### config.mk
export PLATFORM = sky130hd
export DESIGN_NAME = bbc_exec
export DESIGN_NICKNAME = d
export VERILOG_FILES = /design/src/design/bbc_exec.v
export VERILOG_INCLUDE_DIRS = /design/src /design/src/design
export SDC_FILE = /design/constraint.sdc
export NUM_CORES = 1
export LEC_CHECK = 0
export ABC_AREA = 1
export BUFFER_PORTS_ARGS = -buffer_cell sky130_fd_sc_hd__buf_2
export CORE_MARGIN = 2
export CORE_UTILIZATION = 53
export DETAILED_ROUTE_END_ITERATION = 8
export PLACE_DENSITY = 0.82
export SLEW_MARGIN = 20
export SYNTH_ARGS = -nofsm -noshare
export SYNTH_HDL_FRONTEND = slang
export SYNTH_SLANG_ARGS = --single-unit
### constraint.sdc
create_clock -name CLOCK -period 1.7 [get_ports CLOCK]
set_input_delay 0.085 -clock CLOCK [delete_from_list [all_inputs] [get_ports CLOCK]]
set_output_delay 0.085 -clock CLOCK [all_outputs]
set_load 0.1 [all_outputs]
### src/design/bbc_defines.vh
`ifndef BBC_DEFINES_VH
`define BBC_DEFINES_VH
// operation selects
`define BBC_OP_NONE 2'h0
`define BBC_OP_CARRY_CLEAR 2'h1
`define BBC_OP_SIGNED_GT 2'h2
`define BBC_OP_SIGNED_LE 2'h3
// operand addressing forms of the bit-clear instruction
`define BBC_MODE_DIR 3'h0
`define BBC_MODE_EXT 3'h1
`define BBC_MODE_IDX 3'h2
`define BBC_MODE_IDX1 3'h3
`define BBC_MODE_IDX2 3'h4
`define BBC_MODE_IND_D 3'h5
`define BBC_MODE_IND_IDX2 3'h6
// mask byte offsets from the opcode address
`define BBC_MASK_OFS_SHORT 16'h0002
`define BBC_MASK_OFS_MID 16'h0003
`define BBC_MASK_OFS_LONG 16'h0004
// branch target base offset
`define BBC_BRANCH_BASE 16'h0002
// queue refill cycles
`define BBC_TAKEN_CYCLES 2'h3
`define BBC_UNTAKEN_CYCLES 2'h1
// condition code bit positions (s x h i n z v c)
`define BBC_CCR_C 0
`define BBC_CCR_V 1
`define BBC_CCR_Z 2
`define BBC_CCR_N 3
// reset values
`define BBC_PC_RESET 16'h0000
`define BBC_CCR_RESET 8'h00
`endif

### src/design/bbc_exec.v
`timescale 1ns/100ps
`include "bbc_defines.vh"
// Notes on behaviour
// - carry-clear branch is taken only when carry is zero, else falls through
// - taken branch target is pc plus two plus sign-extended 8-bit offset
// - taken branch spends three refill cycles, untaken one fetch cycle
// - signed greater taken when z or (n xor v) is 0; less-equal when 1
// - bit-clear writes operand and inverted mask back
// - operand bits under zero mask bits are kept as read
// - mask byte address on MASK_ADDR is pc plus 2, 3 or 4 by addressing form; the mask itself comes in on BC_MASK
// - after bit-clear n copies result msb, v clears, c and s x h i keep
// - after bit-clear z is set when the 8-bit result is zero
// - bit-clear refuses the indirect indexed addressing forms
module bbc_exec (
  // clock and reset
  input wire CLOCK,
  input wire NRST,
  // branch request
  input wire BR_START,
  input wire [1:0] BR_OP,
  input wire [7:0] BR_OFFSET,
  // bit-clear request
  input wire BC_START,
  input wire [2:0] BC_MODE,
  input wire [15:0] BC_ADDR,
  input wire [7:0] BC_MASK,
  // program counter and condition codes seen by the block
  input wire [15:0] PC_IN,
  input wire [7:0] CCR_IN,
  // memory read data
  input wire [7:0] MEM_RDATA,
  // results
  output reg [15:0] PC_OUT,
  output reg [7:0] CCR_OUT,
  output reg DONE,
  output reg BUSY,
  output reg BR_TAKEN,
  output reg ILLEGAL,
  output reg [15:0] MASK_ADDR,
  // memory access
  output reg MEM_RD,
  output reg MEM_WR,
  output reg [15:0] MEM_ADDR,
  output reg [7:0] MEM_WDATA,
  output reg QUEUE_FETCH
);

  // sequencer states; the write waits one idle cycle for read data
  localparam ST_IDLE = 3'h0;
  localparam ST_REFILL = 3'h1;
  localparam ST_READ = 3'h2;
  localparam ST_WAIT = 3'h3;
  localparam ST_WRITE = 3'h4;

  // mask is captured at the start, but BC_ADDR and CCR_IN are read later, so the caller must hold them
  reg [2:0] state_reg;
  reg [1:0] cnt_reg;
  reg [7:0] mask_reg;
  reg [7:0] result;
  reg take;

  // branch decision from the condition codes
  function cond_true;
    input [1:0] op;
    input [7:0] ccr;
    reg nzv;
    begin
      nzv = ccr[`BBC_CCR_Z] | (ccr[`BBC_CCR_N] ^ ccr[`BBC_CCR_V]);
      case (op)
        `BBC_OP_CARRY_CLEAR: cond_true = ~ccr[`BBC_CCR_C];
        `BBC_OP_SIGNED_GT: cond_true = ~nzv;
        `BBC_OP_SIGNED_LE: cond_true = nzv;
        default: cond_true = 1'b0;
      endcase
    end
  endfunction

  // mask byte location depends on the operand's instruction length
  function [15:0] mask_offset;
    input [2:0] mode;
    begin
      case (mode)
        `BBC_MODE_EXT: mask_offset = `BBC_MASK_OFS_MID;
        `BBC_MODE_IDX1: mask_offset = `BBC_MASK_OFS_MID;
        `BBC_MODE_IDX2: mask_offset = `BBC_MASK_OFS_LONG;
        default: mask_offset = `BBC_MASK_OFS_SHORT;
      endcase
    end
  endfunction

  // indirect forms are outside the legal set
  function mode_legal;
    input [2:0] mode;
    begin
      mode_legal = (mode <= `BBC_MODE_IDX2);
    end
  endfunction

  // next pc of a two-byte branch, taken or falling through
  function [15:0] branch_pc;
    input [15:0] pc;
    input [7:0] ofs;
    input taken;
    begin
      // the offset is signed, so a set top bit jumps backwards
      if (taken) begin
        branch_pc = pc + `BBC_BRANCH_BASE + {{8{ofs[7]}}, ofs};
      end else begin
        branch_pc = pc + `BBC_BRANCH_BASE;
      end
    end
  endfunction

  // flags after a bit-clear; carry and the control bits pass through
  function [7:0] clear_flags;
    input [7:0] ccr;
    input [7:0] res;
    begin
      clear_flags = ccr;
      clear_flags[`BBC_CCR_N] = res[7];
      clear_flags[`BBC_CCR_V] = 1'b0;
      clear_flags[`BBC_CCR_Z] = (res == 8'h00);
    end
  endfunction

  // masked result; mask zeros pass operand bits through untouched
  always @* begin
    result = MEM_RDATA & ~mask_reg;
    take = cond_true(BR_OP, CCR_IN);
  end

  // sequencer; a new request is only taken while idle
  // requests that arrive while busy are dropped, not queued, so the
  // caller has to wait for done before it asks again
  always @(posedge CLOCK or negedge NRST) begin
    if (!NRST) begin
      state_reg <= ST_IDLE;
      cnt_reg <= 2'h0;
      mask_reg <= 8'h00;
      PC_OUT <= `BBC_PC_RESET;
      CCR_OUT <= `BBC_CCR_RESET;
      DONE <= 1'b0;
      BUSY <= 1'b0;
      BR_TAKEN <= 1'b0;
      ILLEGAL <= 1'b0;
      MASK_ADDR <= 16'h0000;
      MEM_RD <= 1'b0;
      MEM_WR <= 1'b0;
      MEM_ADDR <= 16'h0000;
      MEM_WDATA <= 8'h00;
      QUEUE_FETCH <= 1'b0;
    end else begin
      DONE <= 1'b0;
      MEM_RD <= 1'b0;
      MEM_WR <= 1'b0;
      QUEUE_FETCH <= 1'b0;
      case (state_reg)
        ST_IDLE: begin
          ILLEGAL <= 1'b0;
          if (BR_START && BR_OP != `BBC_OP_NONE) begin
            BUSY <= 1'b1;
            BR_TAKEN <= take;
            CCR_OUT <= CCR_IN;
            QUEUE_FETCH <= 1'b1;
            // pc is the opcode address of the two-byte branch
            PC_OUT <= branch_pc(PC_IN, BR_OFFSET, take);
            if (take) begin
              // the first of the refill fetches is issued right here
              cnt_reg <= `BBC_TAKEN_CYCLES - 2'h1;
              state_reg <= ST_REFILL;
            end else begin
              cnt_reg <= `BBC_UNTAKEN_CYCLES - 2'h1;
              state_reg <= ST_REFILL;
            end
          end else if (BC_START) begin
            if (mode_legal(BC_MODE)) begin
              BUSY <= 1'b1;
              mask_reg <= BC_MASK;
              MASK_ADDR <= PC_IN + mask_offset(BC_MODE);
              state_reg <= ST_READ;
            end else begin
              // refused: no memory access, flags untouched
              ILLEGAL <= 1'b1;
              DONE <= 1'b1;
              CCR_OUT <= CCR_IN;
            end
          end
        end
        ST_REFILL: begin
          // one fetch pulse per refill cycle, counted down
          if (cnt_reg == 2'h0) begin
            BUSY <= 1'b0;
            DONE <= 1'b1;
            state_reg <= ST_IDLE;
          end else begin
            QUEUE_FETCH <= 1'b1;
            cnt_reg <= cnt_reg - 2'h1;
          end
        end
        ST_READ: begin
          MEM_RD <= 1'b1;
          MEM_ADDR <= BC_ADDR;
          state_reg <= ST_WAIT;
        end
        ST_WAIT: begin
          // read data is valid the cycle after the read strobe
          // a slower memory would need this state stretched
          state_reg <= ST_WRITE;
        end
        ST_WRITE: begin
          MEM_WR <= 1'b1;
          MEM_WDATA <= result;
          // flags come from the value written, never from the read value
          CCR_OUT <= clear_flags(CCR_IN, result);
          BUSY <= 1'b0;
          DONE <= 1'b1;
          state_reg <= ST_IDLE;
        end
        default: state_reg <= ST_IDLE;
      endcase
    end
  end

endmodule

==> qor.yml, run 1 <==
sta:
  setup_violations: 11
  worst-slew-pin-transition_ps: 521
  hold_violations: 0
  timing.hold.ws_ps: 22.5
  worst_clock_skew_ps: 17.2
  maximum_operating_frequency_ghz: 0.536
  worst_slack_ps: -167
  setup_repair_after_global_routing_missed_its_margin: "yes"
  finalCritPeriodShare: 1.10
  finalCriticalPeriod_ps: 1870
  final-max-slew-violation-count: 0
  relative_slew_slack: 0.652
synthesis:
  synth.cell_area_sq_mm: 0.00500
  post_synth.cell_area_avg_sq_um: 7.72
  synth_enable_flop_cells: 0
  synthesis.instances: 648
  synth.yosys.seq_area_share: 0.420
  synth_warnings: 0
  synth_nets: 746
  postSynth.asyncResetShare: 1.00
  postSynthRegisterBits: 84
  synthDistinctLibCells: 42
  synth-main-ff-cell: "sky130_fd_sc_hd__dfrtp_1"
run_status:
  outcome: "finished with violations"
  failing_checks: "setup timing"
final_layout:
  fillerInstances: 453
  synth_to_layout_area_growth_pct: 57.2
  mostFrequentLayoutCells: "207 x sky130_fd_sc_hd__nand2_1, 133 x sky130_fd_sc_hd__buf_2, 117 x sky130_fd_sc_hd__buf_4, 84 x sky130_fd_sc_hd__dfrtp_1, 57 x sky130_fd_sc_hd__inv_1"
  nets: 1039
  layout_top_registers: "MASK_ADDR: 16 flops, MEM_ADDR: 16 flops, PC_OUT: 16 flops"
  layout.cells.most_common: "sky130_fd_sc_hd__nand2_1"
  drive_gt1_frac: 0.423
  final_util: 0.855
grt:
  grt_start_max_net_pins: 52
  globalRouteMet3Util: 0.0649
  grt.overflow.total: 0
  grt_use_total: 0.319
  grt_pass1_vias: 5561
  grt_util_met2: 0.572
  grt_antenna_before_repair: 1
  wire_length_of_the_first_global_routing_pass_mm: 25.6
  grt_use_met1: 0.368
  grt-busiest-layer: "met2"
clock_tree:
  clk-insertion-delay-late_ps: 370
  number_of_buffers_inserted_during_clock_tree_synthesis: 9
  clock_tree_from_tritoncts: "yes"
  cts.root.buffer_cell: "sky130_fd_sc_hd__clkbuf_8"
  cts.path.max_buffers: 2
  cts_num_sinks: 84
  worst_setup_hold_path_clk_slew_ps: 90
  clock_tree.htree_level_count: 3
placement:
  place.gp.congestion: 0.940
  place.port_buffers: 143
  dp.final_hpwl_mm: 10.8
setup_path:
  timing.critical_path.to_type: "flop"
  cp.arrival_ps: 2120
  worst_setup_path_start_kind: "input port"
  crit_type: "in2reg"
  critical_path_data_required_time_ps: 1950
  critPathMaxFanout: 5
detailed_routing:
  detailroute.via_count: 6000
  drt_first_pass_iters: 5
  drt_iter0_markers: 461
  postRouteWirelength_mm: 19.5
  drt-wirelength-per-cell_um: 18.4
  final_antenna_net_count: 0
  drc_violations_left: 0
  avgViaCountPerCell: 5.67
die:
  initial_utilization: 0.544
  rows: 35
  fp.dieW_um: 101
  core_region_area_sq_mm: 0.00920
  io-pin-count: 144
  die_area_sq_mm: 0.0102
  floorplan.die.height_um: 101
power:
  p_leak_nw: 4.21
  worst_ir_drop_vdd_mv: 1.65
  powerDensity_mw_per_mm2: 1920
run:
  max_cap_viols: 0
worst_hold_path:
  worstHoldPathType: "in2reg"
[where the power goes]
part           total [mW]  switching [mW]  leakage, nW  internal [mW]
logic                10.1            8.28         3.07           1.85
registers            3.52           0.586         1.04           2.94
clock network        1.47           0.871       0.0962          0.604
total                15.1            9.74         4.21           5.39
[cells by family (layout without fill, tap and decap cells)]
kind of cell,count (synthesis),after routing,synth area share
buffers and inverters,86,384,0.0735
and+or+nand+nor,339,339,0.290
adders and majority gates,25,25,0.0655
AOI/OAI and AO/OA,87,87,0.101
DFF,84,84,0.420
other,0,1,0
xor gates and xnor gates,27,27,0.0503
[timing repair]
item	in CTS	in global routing
hold buffers	33	0
resized for setup	43	87
hold endpoints to repair	65	0
pin swaps	23	31
buffers inserted	11	9
endpoints found under the setup margin	10	29
[final cells by class]
class / instances / area (sq um) / share of cell area
clock inverters: 6 / 53.8 / 0.00684
well taps: 111 / 139 / 0.0177
multi-input cells: 478 / 3120 / 0.397
repair buffers: 295 / 2030 / 0.258
inverters: 73 / 279 / 0.0355
flip-flops and latches: 84 / 2100 / 0.267
clock buffers: 10 / 138 / 0.0175
diodes: 1 / 2.50 / 0.000318
[Yosys cell counts, types with 2 or more instances]
cell type,number,area share
sky130_fd_sc_hd__a21o_1,4,0.0060
sky130_fd_sc_hd__a21oi_1,30,0.030
sky130_fd_sc_hd__a31oi_1,4,0.0050
sky130_fd_sc_hd__buf_2,6,0.0060
sky130_fd_sc_hd__buf_4,2,0.0030
sky130_fd_sc_hd__buf_6,4,0.0090
sky130_fd_sc_hd__dfrtp_1,84,0.42
sky130_fd_sc_hd__fa_1,2,0.0080
sky130_fd_sc_hd__ha_1,23,0.058
sky130_fd_sc_hd__inv_1,67,0.050
sky130_fd_sc_hd__inv_2,6,0.0045
sky130_fd_sc_hd__nand2_1,234,0.18
sky130_fd_sc_hd__nand2_2,6,0.0075
sky130_fd_sc_hd__nand3_1,30,0.030
sky130_fd_sc_hd__nand3_2,3,0.0060
sky130_fd_sc_hd__nand4_1,3,0.0038
sky130_fd_sc_hd__nor2_1,40,0.030
sky130_fd_sc_hd__nor2_2,4,0.0050
sky130_fd_sc_hd__nor2_4,5,0.011
sky130_fd_sc_hd__nor3_1,8,0.0080
sky130_fd_sc_hd__o21ai_0,34,0.034
sky130_fd_sc_hd__o21ai_1,4,0.0040
sky130_fd_sc_hd__o21bai_1,2,0.0030
sky130_fd_sc_hd__xnor2_1,4,0.0070
sky130_fd_sc_hd__xor2_1,21,0.037
sky130_fd_sc_hd__xor2_2,2,0.0065
[per-stage QoR]
stage / total power, mW / std cells / TNS (ps) / worst slack (ps) / instance area (sq um)
5_1_grt: 15.7 / 1058 / -2380 / -280 / 7860
4_1_cts: 14.5 / 1048 / -144 / -91.5 / 7410
3_3_place_gp: 12.8 / 988 / -6370 / -529 / 6640
3_5_place_dp: 12.9 / 988 / -7080 / -557 / 6640
6_report: 15.1 / 1058 / -1050 / -167 / 7860
2_1_floorplan: 11.0 / 648 / -585 / -187 / 5110
[per-layer routing]
layer / wire [um] / vias to the layer above / part of all wire
met5: 0 / - / 0
met4: 1220 / 0 / 0.063
met3: 1690 / 138 / 0.087
met2: 9590 / 395 / 0.49
met1: 6950 / 2831 / 0.36
li1: - / 2636 / -
[worst paths after layout]
| kind | from | to | slack [ps] | depth (start not counted) |
|---|---|---|---|---|
| setup / recovery | PC_IN[5] | PC_OUT[15] | -170 | 19 |
| hold / removal | CCR_IN[3] | CCR_OUT[3] | 20 | 3 |
| setup reg to reg | state_reg[1] | MASK_ADDR[3] | -100 | 9 |
| hold reg to reg | MEM_ADDR[12] | MEM_ADDR[12] | 480 | 2 |
| max in group asynchronous | NRST | MEM_WDATA[2] | 800 | 3 |
| min in group asynchronous | NRST | MEM_ADDR[10] | 240 | 2 |
[critical path, stage by stage]
cell and delay, ps:
sky130_fd_sc_hd__clkbuf_4 150, sky130_fd_sc_hd__nand2_4 60, sky130_fd_sc_hd__nor2_4 170, sky130_fd_sc_hd__buf_4 150
sky130_fd_sc_hd__buf_6 110, sky130_fd_sc_hd__xor2_4 170, sky130_fd_sc_hd__inv_2 70, sky130_fd_sc_hd__ha_4 300
sky130_fd_sc_hd__nand2_2 100, sky130_fd_sc_hd__nor2_2 120, sky130_fd_sc_hd__nand3_2 120, sky130_fd_sc_hd__nand2_4 110
sky130_fd_sc_hd__nand2_2 70, sky130_fd_sc_hd__nand2_2 60, sky130_fd_sc_hd__nand2_2 50, sky130_fd_sc_hd__nand3_1 70
sky130_fd_sc_hd__nand2_1 50, sky130_fd_sc_hd__nand3_1 60, sky130_fd_sc_hd__nand2_1 50
Note: power is estimated with default switching activity, not from simulation.
==> inputs of run 2 (changes only) <==
Settings changed: SKIP_LAST_GASP set to 1.
==> run 2 against run 1 <==
  * The flow still finishes with violations (setup timing)
  * Sequential share of layout area up 0.15 points
  * Total power down 0.33%
  * First-iteration DRC count down 24%
  * Clock power about the same
  * Highest routed layer unchanged
  * Global-route usage about the same
  * Sequential power about the same
  * Setup slack worse by 63 ps
==> qor.yml, run 2 (synthesis gave the netlist of run 1 again) <==
setup_path:
  worstPathBufferInverterCount: 4  # unchanged
  crit_path_frequent_cell: "sky130_fd_sc_hd__nand2_1"
  timing.critical_path.to_type: "flop"
  critPathMaxFanout: 5  # unchanged
  cpPeakStageDelay_ps: 260  # -40 ps
  worst_setup_path_start_kind: "input port"
  crit_type: "in2reg"
  timing.reg2reg.setup_slack_ps: 60  # +160 ps
  critical_path.top_delay_family: "simple AND/OR/NAND/NOR gates"
  rr_endpoint: "cnt_reg[1]"
  series_of_cell_instances_along_the_critical_path: "clkbuf_4 > nand2_4 > nor2_4 > buf_6 > buf_6 > xor2_4 > inv_2 > ha_4 > nand2_2 > nand2_2 > a21oi_2 > nor2_2 > nor3_4 > nand2_1 > nand2_1 > nand3_2 > nand2_1 > nand2_1"
  regToRegStartpoint: "state_reg[1]"
  reg2reg_depth: 10  # +1
  timing.critical_path.slowest_stage_cell: "sky130_fd_sc_hd__ha_4"
  critical_path_data_required_time_ps: 1970  # +20 ps
  cp.arrival_ps: 2200  # +80 ps
grt:
  grt_use_total: 0.320  # +0.000440
  wire_length_of_the_first_global_routing_pass_mm: 25.6  # about the same
  grt_pass1_vias: 5575  # +0.25%
  grt_antenna_before_repair: 0  # -1
  grt.overflow.total: 0  # unchanged
  grt_start_max_net_pins: 52  # unchanged
run_status:
  failing_checks: "setup timing"
  outcome: "finished with violations"
worst_hold_path:
  worstHoldPathType: "in2reg"
  hold_start: "MEM_RDATA[3]"
  whs_path_depth: 3  # unchanged
  hold-path-endpoint: "MEM_WDATA[3]"
detailed_routing:
  drt_iter0_markers: 352  # -24%
  drt_first_pass_iters: 5  # unchanged
  drc_violations_left: 0  # unchanged
  final_antenna_net_count: 0  # unchanged
  avgViaCountPerCell: 5.69  # +0.38%
  drt-wirelength-per-cell_um: 18.0  # -2.1%
  postRouteWirelength_mm: 19.0  # -2.2%
  detailroute.via_count: 6017  # +0.28%
die:
  rows: 35  # unchanged
  initial_utilization: 0.544  # unchanged
  fp.dieW_um: 101  # unchanged
  die_area_sq_mm: 0.0102  # unchanged
  floorplan.die.height_um: 101  # unchanged
  core_region_area_sq_mm: 0.00920  # unchanged
  io-pin-count: 144  # unchanged
sta:
  finalCritPeriodShare: 1.14  # +0.0369
  final-max-slew-violation-count: 0  # unchanged
  worst_clock_skew_ps: 14.7  # -2.54 ps
  relative_slew_slack: 0.662  # +0.00967
  worst-slew-pin-transition_ps: 510  # -11.0 ps
  setup_violations: 9  # -2
  timing.hold.ws_ps: 4.93  # -17.6 ps
  finalCriticalPeriod_ps: 1930  # +62.7 ps
  maximum_operating_frequency_ghz: 0.518  # -3.2%
  worst_slack_ps: -230  # -62.7 ps
  setup_repair_after_global_routing_missed_its_margin: "yes"
  hold_violations: 0  # unchanged
clock_tree:
  cts.root.buffer_cell: "sky130_fd_sc_hd__clkbuf_8"
  number_of_buffers_inserted_during_clock_tree_synthesis: 9  # unchanged
  clock_tree.htree_level_count: 3  # unchanged
  clk-insertion-delay-late_ps: 370  # about the same
  cts_num_sinks: 84  # unchanged
  worst_setup_hold_path_clk_slew_ps: 110  # +20 ps
  cts.path.max_buffers: 2  # unchanged
  clock_tree_from_tritoncts: "yes"
power:
  worst_ir_drop_vdd_mv: 1.72  # +3.9%
  powerDensity_mw_per_mm2: 1930  # +0.21%
  p_leak_nw: 4.21  # about the same
placement:
  numPlacedInstances: 988  # unchanged
  worst_setup_timing_slack_at_the_placement_stage_ps: -557  # unchanged
  place.gp.congestion: 0.940  # unchanged
  dp.final_hpwl_mm: 10.8  # unchanged
  place.port_buffers: 143  # unchanged
final_layout:
  layout.cells.most_common: "sky130_fd_sc_hd__nand2_1"
  drive_gt1_frac: 0.422  # -0.00106
  nets: 1039  # unchanged
  antenna_cells: 0  # -1
  layout_top_registers: "MASK_ADDR: 16 flops, MEM_ADDR: 16 flops, PC_OUT: 16 flops"
  synth_to_layout_area_growth_pct: 56.4
  final_cells: 1057  # -0.095%
  mostFrequentLayoutCells: "208 x sky130_fd_sc_hd__nand2_1, 133 x sky130_fd_sc_hd__buf_2, 117 x sky130_fd_sc_hd__buf_4, 84 x sky130_fd_sc_hd__dfrtp_1, 57 x sky130_fd_sc_hd__inv_1"
run:
  max_cap_viols: 0  # unchanged
==> run 2: how the worst max path moves through the flow <==
stage	to	start	slack, ps	depth (start not counted)
floorplan	PC_OUT[15]	PC_IN[4]	-190	18
global placement	PC_OUT[15]	PC_IN[1]	-530	15
detailed placement	PC_OUT[10]	PC_IN[6]	-560	15
CTS	PC_OUT[15]	PC_IN[2]	-90	19
global route	PC_OUT[13]	PC_IN[5]	-300	18
finish	PC_OUT[13]	PC_IN[5]	-230	18
==> run 2: report_power, final <==
group	switching (mW)	internal [mW]	total, mW
Combinational	8.25	1.83	10.1
Sequential	0.577	2.94	3.52
Clock	0.876	0.604	1.48
==> run 2: tightest hold or removal path, cell delays in order <==
cell	delay, ps
sky130_fd_sc_hd__buf_2	100
sky130_fd_sc_hd__nand2_1	80
sky130_fd_sc_hd__o21ai_0	80
==> run 2: stage by stage <==
step	TNS (ps)	cell area (sq um)	total power, mW	util
after floorplan	-585	5110	11.0	-
after global placement	-6370	6640	12.8	0.722
after detailed placement	-7080	6640	12.9	0.722
after CTS	-160	7400	14.5	0.805
after global routing	-2130	7820	15.6	0.850
final	-1130	7820	15.1	0.850
==> run 2: layout make-up <==
type / instances / area (sq um)
Inverter: 73 / 279
Clock inverter: 6 / 53.8
Fill cell: 479 / 1380
Multi-Input combinational cell: 478 / 3080
Sequential cell: 84 / 2100
Timing Repair Buffer: 295 / 2030
Tap cell: 111 / 139
Clock buffer: 10 / 138
==> run 2: what timing repair did <==
item | in CTS | in global routing
buffers inserted | 11 | 9
hold buffers | 33 | 0
gates resized for setup | 42 | 84
hold endpoints to repair | 65 | 0
pin swaps | 23 | 39
setup endpoints to repair | 10 | 29
==> run 2: metal layers <==
layer | routed length (um) | vias to the layer above | GRT usage
met5 | 0 | - | 0
met4 | 1060 | 0 | 0.142
met3 | 1610 | 112 | 0.0649
met2 | 9490 | 404 | 0.574
met1 | 6860 | 2869 | 0.368
li1 | - | 2632 | -
